--- config.mk ---
export PLATFORM = sky130hd
export DESIGN_NAME = sld_ctrl_flat
export DESIGN_NICKNAME = d
export VERILOG_FILES = /design/src/sld_pkg.sv /design/src/sld_if.sv /design/src/sld_ctrl.sv /design/src/flat_wrapper.sv
export SDC_FILE = /design/constraint.sdc
export NUM_CORES = 1
export LEC_CHECK = 0
export BUFFER_PORTS_ARGS = -buffer_cell sky130_fd_sc_hd__buf_2
export CAP_MARGIN = 20
export CORE_UTILIZATION = 48
export DETAILED_ROUTE_END_ITERATION = 8
export MAX_ROUTING_LAYER = met4
export PLACE_DENSITY = 0.73
export RECOVER_POWER = 25
export SLEW_MARGIN = 20
export SYNTH_ARGS = -nofsm -noshare
export SYNTH_HDL_FRONTEND = slang
export SYNTH_SLANG_ARGS = --single-unit
--- constraint.sdc ---
create_clock -name clk_sys_i -period 1.5 [get_ports clk_sys_i]
set_input_delay 0.075 -clock clk_sys_i [delete_from_list [all_inputs] [get_ports clk_sys_i]]
set_output_delay 0.075 -clock clk_sys_i [all_outputs]
set_load 0.01 [all_outputs]
--- src/sld_pkg.sv ---
// Purpose: shared constants for the shift-latch led sink driver and its controller
// Assumes: one system clock; the serial clock is a level from a divider, high for half its period
// Notes: word length and chain length live here
package sld_pkg;
    localparam int unsigned WORD_BITS = 8;
    localparam logic [7:0] SHIFT_RESET = 8'h00;
    localparam logic [7:0] LATCH_RESET = 8'h00;
    localparam int unsigned CHAIN_LEN = 1;
    // serial clock period in system cycles (even, at least 2)
    localparam int unsigned SCLK_DIV = 4;
    localparam logic [3:0] SCLK_DIV_W = 4'h4;
    localparam logic [3:0] SCLK_HALF = 4'h2;
    localparam logic [3:0] BIT_CNT_MAX = 4'h8;
endpackage

--- src/sld_if.sv ---
// Purpose: serial link between controller and led sink driver
// Assumes: all signals synchronous to clk_sys_i
// Notes: led sinks stay on the driver's own ports
`timescale 1ns/100ps
`default_nettype none
interface sld_if;
    logic serial_in;
    logic serial_clk;
    logic latch_strobe;
    logic output_gate_n;
    logic serial_out;
    modport dev (input serial_in, input serial_clk, input latch_strobe,
                 input output_gate_n, output serial_out);
    modport ctl (output serial_in, output serial_clk, output latch_strobe,
                 output output_gate_n, input serial_out);
endinterface
`default_nettype wire

--- src/sld_ctrl.sv ---
// Purpose: controller that shifts words into a driver chain and strobes them
// Assumes: one word per driver, CHAIN_LEN drivers, first word to the far driver
// Notes: gate follows gate_n_i directly, for pwm dimming
`timescale 1ns/100ps
`default_nettype none
module sld_ctrl (
    input wire logic clk_sys_i,
    input wire logic nrst_i,
    sld_if.ctl link,
    input wire logic start_i,
    input wire logic [7:0] word_bits_i,
    input wire logic gate_n_i,
    output logic busy_o,
    output logic word_take_o,
    output logic echo_o
);
    typedef enum logic [1:0] {
        ST_IDLE = 2'b00,
        ST_SHIFT = 2'b01,
        ST_STROBE = 2'b10
    } sld_state_e;

    // ---------------------------------------------------------------
    // shift sequencer
    // ---------------------------------------------------------------
    sld_state_e st_q, st_d;
    logic [3:0] div_q, div_d;
    logic [3:0] bit_q, bit_d;
    logic [7:0] word_q, word_d;
    logic [7:0] words_q, words_d;
    logic sclk_q, sclk_d, sin_q, sin_d, le_q, le_d, gate_q, gate_d, take_q, take_d;
    logic echo_q, echo_d;
    logic busy_q, busy_d;

    // compare point for the rising serial clock, half a period into a bit
    function automatic logic [3:0] sld_sld_half();
        return sld_pkg::SCLK_HALF - 4'h1;
    endfunction

    // next sequencer state; words are sent msb first
    always_comb begin
        st_d = st_q;
        div_d = div_q;
        bit_d = bit_q;
        word_d = word_q;
        words_d = words_q;
        sclk_d = sclk_q;
        sin_d = sin_q;
        le_d = 1'b0;
        take_d = 1'b0;
        gate_d = gate_n_i;
        echo_d = echo_q;
        unique case (st_q)
            ST_IDLE: begin
                if (start_i) begin
                    word_d = word_bits_i;
                    take_d = 1'b1;
                    sin_d = word_bits_i[7];
                    bit_d = 4'h0;
                    div_d = 4'h0;
                    words_d = 8'h00;
                    st_d = ST_SHIFT;
                end
            end
            ST_SHIFT: begin
                div_d = div_q + 4'h1;
                if (div_q == sld_sld_half()) begin
                    sclk_d = 1'b1; // data stable a half period before
                end
                if (div_q == sld_pkg::SCLK_DIV_W - 4'h1) begin
                    div_d = 4'h0;
                    sclk_d = 1'b0;
                    echo_d = link.serial_out;
                    bit_d = bit_q + 4'h1;
                    word_d = {word_q[6:0], 1'b0};
                    sin_d = word_q[6];
                    if (bit_q == sld_pkg::BIT_CNT_MAX - 4'h1) begin
                        bit_d = 4'h0;
                        words_d = words_q + 8'h01;
                        if (words_q == 8'(sld_pkg::CHAIN_LEN - 1)) begin
                            st_d = ST_STROBE;
                        end else begin
                            word_d = word_bits_i;
                            sin_d = word_bits_i[7];
                            take_d = 1'b1;
                        end
                    end
                end
            end
            ST_STROBE: begin
                le_d = ~le_q;
                if (le_q) begin
                    st_d = ST_IDLE;
                end
            end
            default: st_d = ST_IDLE;
        endcase
        busy_d = (st_d != ST_IDLE); // registered so busy_o comes from a flop
    end

    // sequencer flops; gate idles high so the sinks stay off in reset
    always_ff @(posedge clk_sys_i or negedge nrst_i) begin
        if (!nrst_i) begin
            st_q <= ST_IDLE;
            div_q <= 4'h0;
            bit_q <= 4'h0;
            word_q <= 8'h00;
            words_q <= 8'h00;
            sclk_q <= 1'b0;
            sin_q <= 1'b0;
            le_q <= 1'b0;
            gate_q <= 1'b1;
            take_q <= 1'b0;
            echo_q <= 1'b0;
            busy_q <= 1'b0;
        end else begin
            st_q <= st_d;
            div_q <= div_d;
            bit_q <= bit_d;
            word_q <= word_d;
            words_q <= words_d;
            sclk_q <= sclk_d;
            sin_q <= sin_d;
            le_q <= le_d;
            gate_q <= gate_d;
            take_q <= take_d;
            echo_q <= echo_d;
            busy_q <= busy_d;
        end
    end

    assign link.serial_in = sin_q;
    assign link.serial_clk = sclk_q;
    assign link.latch_strobe = le_q;
    assign link.output_gate_n = gate_q;
    assign busy_o = busy_q;
    assign word_take_o = take_q;
    assign echo_o = echo_q;
endmodule
`default_nettype wire

--- src/flat_wrapper.sv ---
// flat-port wrapper written by rule: the top's interface ports become plain ports
module sld_ctrl_flat 
  (clk_sys_i, nrst_i, start_i, word_bits_i, gate_n_i, busy_o, word_take_o, echo_o, link_serial_in, link_serial_clk, link_latch_strobe, link_output_gate_n, link_serial_out);
  sld_if link_i ();
  input wire logic clk_sys_i;
  input wire logic nrst_i;
  input wire logic start_i;
  input wire logic [7:0] word_bits_i;
  input wire logic gate_n_i;
  output logic busy_o;
  output logic word_take_o;
  output logic echo_o;
  output wire logic [$bits(link_i.serial_in)-1:0] link_serial_in;
  output wire logic [$bits(link_i.serial_clk)-1:0] link_serial_clk;
  output wire logic [$bits(link_i.latch_strobe)-1:0] link_latch_strobe;
  output wire logic [$bits(link_i.output_gate_n)-1:0] link_output_gate_n;
  input wire logic [$bits(link_i.serial_out)-1:0] link_serial_out;
  assign link_serial_in = link_i.serial_in;
  assign link_serial_clk = link_i.serial_clk;
  assign link_latch_strobe = link_i.latch_strobe;
  assign link_output_gate_n = link_i.output_gate_n;
  assign link_i.serial_out = link_serial_out;
  sld_ctrl u_core (.clk_sys_i(clk_sys_i), .nrst_i(nrst_i), .link(link_i), .start_i(start_i), .word_bits_i(word_bits_i), .gate_n_i(gate_n_i), .busy_o(busy_o), .word_take_o(word_take_o), .echo_o(echo_o));
endmodule
==> flow_summary.toml <==
[cells_and_area]
synthToLayoutAreaGrowth_pct = 43.8
final_area_mm2 = 0.00239
utilization = 0.717
final_net_count = 257
drive_gt1_frac = 0.400
antennaDiodeCount = 0

[critical_path]
cp_data_arrival_time_ps = 1870
required_ps = 1730
path_max_fanout = 8
path_class = "reg2reg"
cp-end-kind = "flop"
worstSetupStartpointType = "flop"

[logic_synthesis]
yosys_warnings = 0
synthFlopType = "dfrtp_1"
synth_top_cell_by_area = "dfrtp_1"
ys_seq_area_frac = 0.482
synthTopCellsByArea = "dfrtp_1 (47%), o21ai_0 (6.3%), a31oi_1 (4.5%)"
synth-async-reset-ratio = 1.00
synthesis.area_mm2 = 0.00166
ys_ff_latch = 32
synth_edf_count = 0
synth_cell_types = 39
syn_inst = 172
syn_area_per_cell_um2 = 9.67
synth_top_area_share = 0.467
synth_nets = 190

[clocking]
worstSkewPairLatency_ps = 350
cts.reportedPaths.clkPinSlew_ps = 100
cts_buffer_depth = 2
cts_max_level = 2
cts_tree = "built"
clock_sinks = 32
cts_root_buffer = "clkbuf_4"
cts_buffers = 5

[sta]
finalSetupViolCount = 18
hold_viol = 0
fin_ws_ps = -145
fin_crit_ps = 1640
slew_violations = 0
whs_ps = 182
maxSlewHeadroom = 0.478
clock.fmax_mhz = 608
fin_crit_sh = 1.10
grt_setup_unrepaired = "yes"
tightest_slew_ps = 783
finalClockSkew_ps = 9.78

[placed_design]
gp_congestion = 0.849
dpl-instance-area_mm2 = 0.00202
portBuffers = 19
hpwl_mm = 2.70

[detailed_routing]
drt_iter0_markers = 62
wire_per_inst_um = 15.3
drc = 0
drtAntennaViolNets = 0
routed_via_density = 5.54
vias = 1585
first_pass_iters = 4
wl_mm = 4.37

[floorplan]
start_util = 0.498
coreArea_mm2 = 0.00334
io_pins = 20
row_count = 21
die_h_um = 60.9
dieArea_mm2 = 0.00370
die_w_um = 60.9

[pwr]
power_mw = 3.18
powerDensity_mw_per_mm2 = 1330
cellLeakagePower_nw = 1.07
peakVddDrop_v = 0.000929

[outcome]
status = "complete, but fails checks"
violations = "negative setup slack"

[global_route]
antenna_found_initial = 0
grt.total_usage = 0.256
grt_pass1_vias = 1466
grt_overflow_total = 0
grt_pass1_wl_mm = 6.48
grt_max_degree = 33

[job]
drv_cap = 0

[min_path]
hold_class = "in2reg"
-- sequential cells by signal (all words and copies together) (netlist names), 2 cells and up --
| name | cells |
|---|---|
| u_core.words_q | 8 |
| u_core.word_q | 7 |
| u_core.st_q | 2 |
| u_core.bit_q | 4 |
| u_core.div_q | 4 |
-- cells by family after synthesis --
logic type / count (synthesis) / synth area share
AO/OA/AOI/OAI: 60 / 0.230
flip-flops: 32 / 0.482
AND/OR/NAND/NOR: 59 / 0.193
multiplexers: 2 / 0.0128
adder cells (fa/ha/maj): 5 / 0.0376
buffers and inverters: 14 / 0.0436
-- report_power, final --
part	switching (mW)	internal, mW
logic	0.676	0.705
clock network	0.288	0.231
registers	0.181	1.10
total	1.14	2.03
-- metal layers --
layer | vias to the layer above | wire length [um] | GRT usage
met5 | - | 0 | -
met1 | 774 | 1790 | 0.292
met2 | 40 | 2300 | 0.416
met3 | 12 | 181 | 0.0618
li1 | 759 | - | -
met4 | 0 | 96 | 0.136
-- cell usage in the layout (no fill, tap or decap), drive strengths merged, types with 2 or more instances in the layout --
master and instances:
nand2b 3, and3 2, buf 56, nand3 5, ha 5, inv 6
nor2 15, nor2b 2, a31o 2, o31ai 2, dfrtp 31, nand2 19
a41o 3, nor3b 2, a21o 2, nand3b 2, a31oi 12, a21oi 13
dlygate4sd3 11, clkbuf 9, o21ai 21
-- through the flow --
| step | setup WS [ps] | TNS [ps] | std cells |
|---|---|---|---|
| 2_1_floorplan | -40.4 | -76.6 | 172 |
| 3_3_place_gp | -37.4 | -37.4 | 260 |
| 3_5_place_dp | -123 | -427 | 260 |
| 4_1_cts | -114 | -435 | 283 |
| 5_1_grt | -211 | -2970 | 286 |
| 6_report | -145 | -1690 | 286 |
-- cells in the mapped netlist (3+ instances only) --
library cell / n
dfrtp_1: 31
o21ai_0: 21
nand2_1: 19
nor2_1: 15
a21oi_1: 13
a31oi_1: 12
inv_1: 6
ha_1: 5
nand3_1: 5
buf_2: 4
a41o_1: 3
-- path summary, 6_finish.rpt --
kind                       slack [ps]            start                     to  cells past startpoint
max                              -140  u_core.bit_q[0]  u_core.link.serial_in                      5
min                               180          start_i          u_core.busy_o                      3
max reg2reg                      -140  u_core.bit_q[0]  u_core.link.serial_in                      5
min reg2reg                       530    u_core.echo_o          u_core.echo_o                      1
max in group asynchronous         640           nrst_i         u_core.st_q[0]                      2
min in group asynchronous         320           nrst_i      u_core.words_q[7]                      2
-- repair_timing --
action | 4_1_cts | 5_1_grt
setup endpoints to repair | 16 | 22
hold endpoints to repair | 41 | 0
setup buffers | 4 | 3
resized for setup | 24 | 23
cloned | 0 | 0
hold buffers | 11 | 0
pin swaps | 10 | 13
-- worst max-delay path: stages, from the launching register on --
cell and delay [ps]:
dfrtp_1 380, ha_2 200, nand3b_1 260, a31o_4 380
a31oi_1 210, a21oi_1 90
-- layout make-up --
type                            instances  area [um2]
Tap cell                               46        57.6
Timing Repair Buffer                   68         507
Inverter                                6        22.5
Sequential cell                        32         803
Fill cell                             247         946
Clock buffer                            8        58.8
Multi-Input combinational cell        126         942
Power figures use the tool's default switching activity.
